$ cat config.mk
export PLATFORM = sky130hd
export DESIGN_NAME = fcsm_host
export DESIGN_NICKNAME = d
export VERILOG_FILES = /design/src/hdl/fcsm_pkg.sv /design/src/hdl/fcsm_host.sv
export SDC_FILE = /design/constraint.sdc
export NUM_CORES = 1
export LEC_CHECK = 0
export BUFFER_PORTS_ARGS = -buffer_cell sky130_fd_sc_hd__buf_2
export CAP_MARGIN = 10
export CORE_ASPECT_RATIO = 0.8
export CORE_MARGIN = 2
export CORE_UTILIZATION = 35
export DETAILED_ROUTE_END_ITERATION = 8
export PLACE_DENSITY = 0.51
export SYNTH_ARGS = -nofsm -noshare
export SYNTH_HDL_FRONTEND = slang
export SYNTH_SLANG_ARGS = --single-unit
$ cat constraint.sdc
create_clock -name CLK_SYS -period 11.78 [get_ports CLK_SYS]
set_input_delay 1.767 -clock CLK_SYS [delete_from_list [all_inputs] [get_ports CLK_SYS]]
set_output_delay 1.767 -clock CLK_SYS [all_outputs]
set_load 0.01 [all_outputs]
$ cat src/hdl/fcsm_pkg.sv
package fcsm_pkg;

	// ==========================================
	// flash pin widths
	localparam int AW = 20;
	localparam int DW = 16;

	// ==========================================
	// register map (byte addresses)
	localparam logic [7:0] REG_CMD    = 8'h00;
	localparam logic [7:0] REG_ADDR   = 8'h04;
	localparam logic [7:0] REG_WDATA  = 8'h08;
	localparam logic [7:0] REG_RDATA  = 8'h0C;
	localparam logic [7:0] REG_STATUS = 8'h10;
	localparam logic [7:0] REG_CFG    = 8'h14;
	localparam logic [2:0] CFG_RST    = 3'h0;
	localparam int         CFG_BYTE   = 0;
	localparam int         CFG_HV     = 1;
	localparam int         CFG_HWRST  = 2;
	localparam int         TMO_BIT    = 5;

	// ==========================================
	// operations
	localparam logic [2:0] OP_READ    = 3'h0;
	localparam logic [2:0] OP_RESET   = 3'h1;
	localparam logic [2:0] OP_AUTOSEL = 3'h2;
	localparam logic [2:0] OP_PROG    = 3'h3;
	localparam logic [2:0] OP_CERASE  = 3'h4;

	// ==========================================
	// default unlock addresses (word mode) and codes
	localparam logic [19:0] UA1_W     = 20'h00555;
	localparam logic [19:0] UA2_W     = 20'h002AA;
	localparam logic [15:0] C_UNLK1   = 16'h00AA;
	localparam logic [15:0] C_UNLK2   = 16'h0055;
	localparam logic [15:0] C_AUTOSEL = 16'h0090;
	localparam logic [15:0] C_RESET   = 16'h00F0;
	localparam logic [15:0] C_PROG    = 16'h00A0;
	localparam logic [15:0] C_ESETUP  = 16'h0080;
	localparam logic [15:0] C_CERASE  = 16'h0010;

	// ==========================================
	// timing
	localparam int CLK_MHZ   = 40;
	localparam int T_SU_NS   = 30;
	localparam int T_WP_NS   = 45;
	localparam int T_ACC_NS  = 100;
	localparam int T_REC_NS  = 30;
	localparam int T_BUSY_NS = 100;
	localparam logic [4:0] SYNC_LAT = 5'h4;
	localparam logic [4:0] CY_SU   = 5'((T_SU_NS * CLK_MHZ + 999) / 1000);
	localparam logic [4:0] CY_WP   = 5'((T_WP_NS * CLK_MHZ + 999) / 1000);
	localparam logic [4:0] CY_ACC  = 5'((T_ACC_NS * CLK_MHZ + 999) / 1000);
	localparam logic [4:0] CY_REC  = 5'((T_REC_NS * CLK_MHZ + 999) / 1000);
	localparam logic [4:0] CY_BUSY = 5'((T_BUSY_NS * CLK_MHZ + 999) / 1000);

	typedef enum logic [3:0] {
		S_IDLE   = 4'b0001,
		S_SETUP  = 4'b0010,
		S_STROBE = 4'b0100,
		S_RECOV  = 4'b1000
	} fcsm_state_t;

endpackage : fcsm_pkg

$ cat src/hdl/fcsm_host.sv
// The register offsets and the Wishbone interface to the registers were left to the implementer.
`timescale 1ns/1ps

// What this block does
// - write only with chip select and write strobe low, output enable high
// - autoselect is left by a reset command or by the hardware reset bit from software
// - timeout flag seen in read data lets software issue reset
// - autoselect is two unlocks, the command, then one read
// - program is two unlocks, set-up, then address and data
// - chip erase is two unlocks, set-up, two unlocks, erase command
module fcsm_host #(
	parameter logic [19:0] P_UA1      = fcsm_pkg::UA1_W,
	parameter logic [19:0] P_UA2      = fcsm_pkg::UA2_W,
	parameter logic [15:0] P_UNLK1    = fcsm_pkg::C_UNLK1,
	parameter logic [15:0] P_UNLK2    = fcsm_pkg::C_UNLK2,
	parameter logic [15:0] P_AUTOSEL  = fcsm_pkg::C_AUTOSEL,
	parameter logic [15:0] P_RESET    = fcsm_pkg::C_RESET,
	parameter logic [15:0] P_PROG     = fcsm_pkg::C_PROG,
	parameter logic [15:0] P_ESETUP   = fcsm_pkg::C_ESETUP,
	parameter logic [15:0] P_CERASE   = fcsm_pkg::C_CERASE
) (
	// clock and reset
	input  wire logic                      CLK_SYS,
	input  wire logic                      RST,
	// wishbone slave
	input  wire logic                      CYC_I,
	input  wire logic                      STB_I,
	input  wire logic                      WE_I,
	input  wire logic [7:0]                ADR_I,
	input  wire logic [3:0]                SEL_I,
	input  wire logic [31:0]               DAT_I,
	output logic      [31:0]               DAT_O,
	output logic                           ACK_O,
	// flash pins
	output logic      [fcsm_pkg::AW-1:0]   FL_ADDR,
	input  wire logic [fcsm_pkg::DW-1:0]   FL_DQ_I,
	output logic      [fcsm_pkg::DW-1:0]   FL_DQ_O,
	output logic                           FL_DQ_OE,
	output logic                           FL_CE_N,
	output logic                           FL_OE_N,
	output logic                           FL_WE_N,
	output logic                           FL_BYTE_N,
	output logic                           FL_RESET_N,
	output logic                           FL_HV_EN,
	input  wire logic                      FL_READY_BUSY_N,
	// supply monitor
	input  wire logic                      VCC_OK
);
	import fcsm_pkg::*;

	// ==========================================
	// input synchronisers
	localparam int NS = DW + 2;
	// supply and ready pins share the data filter so all inputs lag alike

	logic [NS-1:0] s1_q;
	logic [NS-1:0] s2_q;
	logic [NS-1:0] s3_q;
	logic [NS-1:0] filt_q;
	wire  [NS-1:0] raw = {VCC_OK, FL_READY_BUSY_N, FL_DQ_I};

	always_ff @(posedge CLK_SYS or posedge RST) begin
		if (RST) begin
			s1_q <= '0;
			s2_q <= '0;
			s3_q <= '0;
		end else begin
			s1_q <= raw;
			s2_q <= s1_q;
			s3_q <= s2_q;
		end
	end

	// a bit changes only once two late stages agree, filtering bus glitches
	for (genvar g = 0; g < NS; g++) begin : g_filt
		always_ff @(posedge CLK_SYS or posedge RST) begin
			if (RST) begin
				filt_q[g] <= 1'b0;
			end else if (s2_q[g] == s3_q[g]) begin
				filt_q[g] <= s3_q[g];
			end
		end
	end

	wire [DW-1:0] dq_f   = filt_q[DW-1:0];
	wire          ready_f = filt_q[DW];
	wire          vcc_f   = filt_q[DW+1];

	// ==========================================
	// sequence table
	function automatic logic [35:0] fcsm_step(input logic [2:0] op, input logic [2:0] i,
		input logic bm, input logic [19:0] ua, input logic [15:0] ud);
		logic [19:0] a1;
		logic [19:0] a2;
		logic [15:0] c3;
		// byte mode doubles the unlock addresses; data stays in the low byte
		a1 = bm ? {P_UA1[18:0], 1'b0} : P_UA1;
		a2 = bm ? {P_UA2[18:0], 1'b0} : P_UA2;
		c3 = (op == OP_PROG) ? P_PROG : (op == OP_CERASE) ? P_ESETUP : P_AUTOSEL;
		case (i)
			3'h0: fcsm_step = (op == OP_RESET) ? {ua, P_RESET} : {a1, P_UNLK1};
			3'h1: fcsm_step = {a2, P_UNLK2};
			3'h2: fcsm_step = {a1, c3};
			3'h3: fcsm_step = (op == OP_PROG) ? {ua, ud} : {a1, P_UNLK1};
			3'h4: fcsm_step = {a2, P_UNLK2};
			default: fcsm_step = {a1, P_CERASE};
		endcase
	endfunction : fcsm_step

	// ==========================================
	// registers and bus decode
	logic [2:0]    op_q;
	logic [AW-1:0] ua_q;
	logic [DW-1:0] ud_q;
	logic [DW-1:0] rd_q;
	logic [2:0]    cfg_q;
	logic          refused_q;
	logic          ack_q;
	logic [31:0]   dat_q;
	fcsm_state_t   st_q;
	logic [2:0]    idx_q;
	logic [4:0]    cnt_q;

	// ack_q masks the request so one strobe yields one acknowledge
	wire        bus_req = CYC_I & STB_I & ~ack_q;
	wire        wr      = bus_req & WE_I & SEL_I[0];
	wire        hit_cmd = ADR_I == REG_CMD;
	wire        hit_adr = ADR_I == REG_ADDR;
	wire        hit_wd  = ADR_I == REG_WDATA;
	wire        hit_cfg = ADR_I == REG_CFG;
	wire [31:0] w_wd    = {16'h0000, ud_q};
	// status shows the filtered pins, as the sequencer sees them
	wire [31:0] w_sts   = {26'h0000000, cfg_q[CFG_HV], rd_q[TMO_BIT], refused_q,
	                       vcc_f, ~ready_f, st_q != S_IDLE};
	wire [31:0] rd_mux  = hit_cmd ? {29'h00000000, op_q} :
	                      hit_adr ? {12'h000, ua_q} :
	                      hit_wd  ? w_wd :
	                      (ADR_I == REG_RDATA)  ? {16'h0000, rd_q} :
	                      (ADR_I == REG_STATUS) ? w_sts :
	                      hit_cfg ? {29'h00000000, cfg_q} : 32'h00000000;

	wire can_go = (st_q == S_IDLE) & vcc_f & ~cfg_q[CFG_HWRST];
	wire start  = wr & hit_cmd & can_go;

	// ==========================================
	// sequencer decode
	wire [2:0] nw = (op_q == OP_RESET) ? 3'h1 :
	                (op_q == OP_AUTOSEL) ? 3'h3 :
	                (op_q == OP_PROG) ? 3'h4 :
	                (op_q == OP_CERASE) ? 3'h6 : 3'h0;
	wire       has_rd  = (op_q == OP_READ) | (op_q == OP_AUTOSEL);
	wire       dev_alg = (op_q == OP_PROG) | (op_q == OP_CERASE);
	// the read, if any, follows every write of the sequence
	wire       step_rd = idx_q == nw;
	wire       last    = idx_q == (nw - {2'b00, ~has_rd});
	wire       done    = cnt_q == 5'h00;
	wire [35:0] cur    = fcsm_step(op_q, idx_q, cfg_q[CFG_BYTE], ua_q, ud_q);

	always_ff @(posedge CLK_SYS or posedge RST) begin
		if (RST) begin
			ack_q <= 1'b0;
			dat_q <= '0;
		end else begin
			ack_q <= bus_req;
			dat_q <= (bus_req & ~WE_I) ? rd_mux : dat_q;
		end
	end

	always_ff @(posedge CLK_SYS or posedge RST) begin
		if (RST) begin
			ua_q <= '0;
			ud_q <= '0;
			cfg_q <= CFG_RST;
			refused_q <= 1'b0;
		end else begin
			if (wr & hit_adr & SEL_I[1] & SEL_I[2]) ua_q <= DAT_I[AW-1:0];
			if (wr & hit_wd & SEL_I[1]) ud_q <= DAT_I[DW-1:0];
			// cfg needs only the low lane: all its bits sit in byte zero
			if (wr & hit_cfg) cfg_q <= DAT_I[2:0];
			// a refused start sets the flag; an accepted start clears it
			if (wr & hit_cmd) refused_q <= ~can_go;
		end
	end

	// ==========================================
	// pin sequencer
	always_ff @(posedge CLK_SYS or posedge RST) begin
		if (RST) begin
			st_q <= S_IDLE;
			op_q <= OP_READ;
			idx_q <= 3'h0;
			cnt_q <= 5'h00;
			rd_q <= '0;
			FL_ADDR <= '0;
			FL_DQ_O <= '0;
			FL_DQ_OE <= 1'b0;
			FL_CE_N <= 1'b1;
			FL_OE_N <= 1'b1;
			FL_WE_N <= 1'b1;
		end else begin
			// counter parks at zero; each state but idle reloads it on entry
			cnt_q <= done ? cnt_q : cnt_q - 5'h01;
			case (st_q)
				S_IDLE: begin
					if (start) begin
						op_q <= DAT_I[2:0];
						idx_q <= 3'h0;
						// one extra setup cycle while the pins leave idle
						cnt_q <= CY_SU + 5'h01;
						st_q <= S_SETUP;
					end
				end
				S_SETUP: begin
					// address and data settle before the strobe
					FL_ADDR <= step_rd ? ua_q : cur[35:16];
					FL_DQ_O <= cur[15:0];
					FL_DQ_OE <= ~step_rd;
					FL_CE_N <= 1'b0;
					if (done) begin
						FL_OE_N <= ~step_rd;
						FL_WE_N <= step_rd;
						// a read strobe also covers the input filter latency
						cnt_q <= step_rd ? CY_ACC + SYNC_LAT : CY_WP;
						st_q <= S_STROBE;
					end
				end
				S_STROBE: begin
					if (done) begin
						FL_OE_N <= 1'b1;
						FL_WE_N <= 1'b1;
						// read data carries the timeout flag
						if (step_rd) rd_q <= dq_f;
						// give busy pin time to fall
						cnt_q <= (last & dev_alg) ? CY_BUSY : CY_REC;
						st_q <= S_RECOV;
					end
				end
				S_RECOV: begin
					// data held past the rising strobe
					if (done) begin
						if (last) begin
							// release the bus so the next read finds it free
							FL_CE_N <= 1'b1;
							FL_DQ_OE <= 1'b0;
							st_q <= S_IDLE;
						end else begin
							idx_q <= idx_q + 3'h1;
							cnt_q <= CY_SU;
							st_q <= S_SETUP;
						end
					end
				end
				default: st_q <= S_IDLE;
			endcase
		end
	end

	// ==========================================
	// static pins
	always_ff @(posedge CLK_SYS or posedge RST) begin
		if (RST) begin
			FL_BYTE_N <= 1'b1;
			FL_RESET_N <= 1'b0;
			FL_HV_EN <= 1'b0;
		end else begin
			FL_BYTE_N <= ~cfg_q[CFG_BYTE];
			FL_RESET_N <= ~cfg_q[CFG_HWRST];
			// hardware reset wins over unprotect so the pin never gets both
			// unprotect only while requested
			FL_HV_EN <= cfg_q[CFG_HV] & ~cfg_q[CFG_HWRST];
		end
	end

	assign ACK_O = ack_q;
	assign DAT_O = dat_q;

endmodule : fcsm_host

==> impl_metrics.toml, run 1 <==
[place]
dp_slack_ns = 7.01
place.gp.congestion = 0.857
dpl.hpwl_um = 14800
io_buffers = 117
post-place-cells = 1139

[sta]
slew_headroom_pct = 22.8
setup_tns_ns = 0
worstMarginPinSlew_ns = 1.16
skew_ns = 0.0231
max_freq_mhz = 235
fin_crit_ns = 4.26
fin_crit_sh_pct = 36.1
rsz0062_at_grt = "false"
worst_slack_ns = 7.52
timing.final.max_slew_violations = 0
setup_viol = 0
hold_violations = 0

[layout]
syn_to_final_growth_pct = 18.6
layout-drive-gt1-share_pct = 26.3
antenna_cells = 0
stdcell_count = 1181
nets = 920

[outcome]
run_status = "completed"

[min_path]
hp-class = "flip-flop to flip-flop"

[drt]
drtPass1Iterations = 4
drtIter0Drc = 367
wl_per_cell_um = 18.0
viasPerCell = 5.07
num_vias = 5993
drt-total-wl_um = 21200
ant_nets = 0
drc = 0

[worst_setup_path]
crit_family = "simple AND/OR/NAND/NOR gates"
path_max_fanout = 24
crit_path_start_kind = "primary input"
cp_num_buf_inv = 1
critical_path_class = "primary input to flip-flop"
cp-end-kind = "flip-flop"
worstPathArrival_ns = 4.65
cp_cell_sequence = "buf_2 -> or4_1 -> nor2_1 -> nand2_1 -> nor2_2 -> mux2_2"
required_ns = 12.17
crit_slowest_cell = "nor2_2"
slowest_delay_ns = 1.04

[yosys]
synth_top_cell_by_area = "dfrtp_1"
synth_mux_area_share_pct = 8.00
synth_compound_area_share_pct = 13.1
synth-adder-area-share_pct = 3.13
synth_seq_cells = 207
synth-simple-area-share_pct = 11.1
ys.flop_type = "dfrtp_1"
synth_xor_area_share_pct = 0.204
synth_most_common_cell = "dfrtp_1"
synth_top_family_by_area = "compound AO/OA/AOI/OAI gates"
synth_cells = 740
synth_area_leaders = "dfrtp_1 (59%), mux2_2 (6.6%), o21ai_0 (4.0%), nand2_1 (2.8%), a21oi_1 (2.3%)"
synth_edf_count = 0
ys_top_cells_by_count = "dfrtp_1 (202), o21ai_0 (68), nand2_1 (63), nor2_1 (51), mux2_2 (50)"
synth.cell_area_um2 = 8570
yosysSeqAreaShare_pct = 60.5
synth.distinct_cells = 63
async_flop_share_pct = 100
syn_area_per_cell_um2 = 11.6
ys_warn_count = 0
synth_top_area_share_pct = 59.0

[power]
pwr_density_cell_nw_per_um2 = 156
ir_drop_mv = 0.0865
p_leak_uw = 0.00475

[floorplan]
die_area_um2 = 25800
io-pin-count = 143
core_um2 = 24200
rows = 51
die_width_um = 179
die_h_um = 144
initial_utilization_pct = 35.4

[global_route]
grt_antenna_before_repair = 0
grt_pass1_wl_um = 33200
grt_max_degree = 138
track_usage_pct = 16.6
overflow = 0
grt_pass1_vias = 5772

[cts]
cts_tree = "yes"
cts_buffers = 23
cts_sinks = 207
clock_path_buffers = 3
cts-htree-levels = 1
clk_pin_slew_ns = 0.06
worstSkewPairLatency_ns = 0.51
cts_resized = 0
cts_hold_buffers = 0
post_cts_buffers = 0
root_buffer = "clkbuf_16"

[run]
max_cap_violations = 0
[cell families (layout without fill, tap and decap cells)]
group                      after synthesis  in the layout
DFF                                    207            207
and+or+nand+nor                        196            196
AOI/OAI and AO/OA                      180            180
buffers and inverters                   68            180
muxes                                   61             61
adders and majority gates               25             25
xor gates and xnor gates                 2              2
other                                    1             12
[area by class of cell]
cell class                      instances  area (µm²)
Sequential cell                       207        5190
Tap cell                              318         398
Multi-Input combinational cell        476        3120
Timing Repair Buffer                  122         623
Fill cell                            2335       14000
Clock inverter                          9         104
Inverter                               16        67.6
Clock buffer                           33         663
[path summary, 6_finish.rpt]
path	slack, ns	end	cells past startpoint	from
max	7.52	ua_q[11]$_DFFE_PP0P_	6	ADR_I[3]
min	0.33	s2_q[8]$_DFF_PP0_	0	s1_q[8]$_DFF_PP0_
max reg2reg	8.67	rd_q[4]$_DFFE_PP0P_	6	op_q[0]$_DFFE_PP0P_
min reg2reg	0.33	s2_q[8]$_DFF_PP0_	0	s1_q[8]$_DFF_PP0_
max in group asynchronous	8.92	ud_q[3]$_DFFE_PP0P_	3	RST
min in group asynchronous	1.42	s1_q[4]$_DFF_PP0_	2	RST
[sequential cells by signal, summed over array words and instances (netlist names), 18 cells and up]
name,count
ua_q,20
s2_q,18
s1_q,18
s3_q,18
FL_ADDR,20
DAT_O,20
[metrics by stage]
stage / utilization (%) / cell area [µm²] / hold WS [ns] / power (µW)
finish: 42.0 / 10200 / 0.332 / 1580
global route: 42.0 / 10200 / 0.337 / 1660
CTS: 42.0 / 10200 / 0.334 / 1610
detailed placement: 38.8 / 9390 / 0.335 / 875
global placement: 38.8 / 9390 / 0.331 / 874
floorplan: - / 8610 / 0.331 / 839
[worst register-to-register path: cells and delay by family, from the launching register on]
kind            cells  cell delay [ns]
compound gates      1             0.20
buf+inv             1             0.31
flops               1             0.62
mux                 2             0.79
simple gates        2             1.06
[cell usage in the layout (no fill, tap or decap), types with 3 or more instances in the layout]
cell type,n
nor3b_1,4
nand2_1,63
ha_1,7
a31oi_1,15
mux2_1,10
clkinv_2,4
dfrtp_1,202
or3_1,6
conb_1,12
nand3_1,7
clkbuf_1,5
o211ai_1,5
a22o_1,15
inv_1,15
nor2_1,50
buf_2,117
o22ai_1,5
clkbuf_8,5
a22oi_1,6
nor3_1,24
nor2b_1,9
dfstp_2,5
and3b_1,5
buf_4,5
o21ai_0,68
nand2b_1,6
a21oi_1,39
clkbuf_16,23
o21a_1,4
mux2_2,50
maj3_1,18
nor4_1,3
[power by group]
part | switching [µW] | total, µW | leakage [µW] | internal (µW)
Clock | 287 | 723 | 0.000374 | 436
Combinational | 66.4 | 111 | 0.00168 | 44.9
Sequential | 14.6 | 750 | 0.00269 | 736
Total | 368 | 1580 | 0.00475 | 1220
[metal layers]
metal,global-route usage (%),share of wire [%]
met1,26.0,50
met2,23.5,42
met3,3.07,6.4
met4,3.89,1.8
met5,0,0
(Power assumes the default switching activity.)
==> run 2, diff against run 1 <==
- PLACE_DENSITY: 0.51 -> 0.53
- clock period: 11.78 -> 3.7 ns (I/O delays scaled with it)
==> impl_metrics.toml, run 2 (synthesized netlist as in run 1, its figures left out) <==
[min_path]
holdPathEnd = "s1_q[15]$_DFF_PP0_"
whs_path_depth = 1
hp-class = "primary input to flip-flop"
hold_start = "FL_DQ_I[15]"

[worst_setup_path]
critical_path_class = "flip-flop to flip-flop"
r2r_end = "cnt_q[0]$_DFF_PP0_"
path_max_fanout = 14
reg2regPathDepth = 11
reg2reg_slack_ns = 1.05
cp-end-kind = "flip-flop"
critical_path.startpoint = "cnt_q[0]$_DFF_PP0_"
worstPathArrival_ns = 3.00
regToRegStartpoint = "cnt_q[0]$_DFF_PP0_"
required_ns = 4.05
crit_path_start_kind = "flip-flop"

[sta]
setup_tns_ns = 0
slew_headroom_pct = 37.7
max_freq_mhz = 377
skew_ns = 0.0253
setup_viol = 0
hold_violations = 0
fin_crit_sh_pct = 71.7
worstMarginPinSlew_ns = 0.932
fin_crit_ns = 2.65
rsz0062_at_grt = "false"
timing.final.max_slew_violations = 0

[layout]
stdcell_count = 1188
final_common_cell = "dfrtp_1"
antenna_cells = 0
syn_to_final_growth_pct = 19.3
most-common-layout-cells = "dfrtp_1 (202), buf_2 (117), o21ai_0 (68), nand2_1 (63)"
nets = 930
utilization_pct = 42.3
layout-drive-gt1-share_pct = 27.0
final_area_um2 = 10200

[global_route]
grt_pass1_wl_um = 33300
grt_pass1_vias = 5758
grt_antenna_before_repair = 0
grt_max_degree = 70
overflow = 0
track_usage_pct = 16.8

[power]
ir_drop_mv = 0.252
pwr_density_cell_nw_per_um2 = 491
power_uw = 5020
p_leak_uw = 0.00479

[drt]
num_vias = 6013
drtPass1Iterations = 7
drc = 0
drtIter0Drc = 384
viasPerCell = 5.06
ant_nets = 0
drt-total-wl_um = 21200
wl_per_cell_um = 17.8

[place]
io_buffers = 117
place_area_um2 = 9490
post-place-cells = 1151
dpl.hpwl_um = 15100
place.gp.congestion = 0.847

[outcome]
run_status = "completed"

[cts]
cts_hold_buffers = 0
cts_buffers = 21
root_buffer = "clkbuf_16"
clock_path_buffers = 3
cts_sinks = 207
worstSkewPairLatency_ns = 0.51
cts_resized = 0
clk_pin_slew_ns = 0.06
cts_tree = "yes"
cts-htree-levels = 1
post_cts_buffers = 0

[floorplan]
die_width_um = 179
die_area_um2 = 25800
core_um2 = 24200
die_h_um = 144
initial_utilization_pct = 35.4
rows = 51
io-pin-count = 143

[run]
max_cap_violations = 0
==> run 2: cell type report <==
cell class | instances | area [µm²]
sequential | 207 | 5190
timing repair buffer | 134 | 738
clock buffer | 27 | 568
clock inverter | 10 | 161
multi-input combinational | 476 | 3110
fill | 2370 | 14000
inverter | 16 | 63.8
tap | 318 | 398
==> run 2: through the flow <==
stage	worst slack, ns	hold WS (ns)
after floorplan	0.463	0.331
after global placement	0.886	0.332
after detailed placement	0.872	0.335
after CTS	1.09	0.127
after global routing	0.823	0.128
final	1.05	0.156
==> run 2: per-layer routing <==
metal	share of wire, %	global-route usage (%)	wire [µm]
met2	42	24.1	8920
met4	2.2	4.58	456
met3	5.5	2.67	1160
met5	0	0	0
met1	50	26.0	10600
==> run 2: worst max-delay path, stage by stage, from the launching register on <==
cell and delay, ns:
dfrtp_1 0.38, inv_1 0.10, ha_1 0.21, nor4b_2 0.22
buf_4 0.24, inv_1 0.15, ha_1 0.22, or3b_2 0.43
a21oi_1 0.15, a21oi_1 0.05, o21ai_0 0.21, o211ai_1 0.12
==> run 2: how the worst max path moves through the flow <==
stage	endpoint	slack (ns)	cells past startpoint
2_1_floorplan	ACK_O$_DFF_PP0_	0.46	1
3_3_place_gp	idx_q[2]$_DFFE_PP0P_	0.89	6
3_5_place_dp	idx_q[0]$_DFFE_PP0P_	0.87	6
4_1_cts	cnt_q[0]$_DFF_PP0_	1.09	11
5_1_grt	cnt_q[0]$_DFF_PP0_	0.82	11
6_report	cnt_q[0]$_DFF_PP0_	1.05	11
==> run 2: where the power goes <==
part | total (µW) | switching, µW | internal [µW] | leakage (µW)
logic | 364 | 215 | 149 | 0.00175
clock network | 2270 | 902 | 1370 | 0.000347
registers | 2390 | 44.4 | 2340 | 0.00269
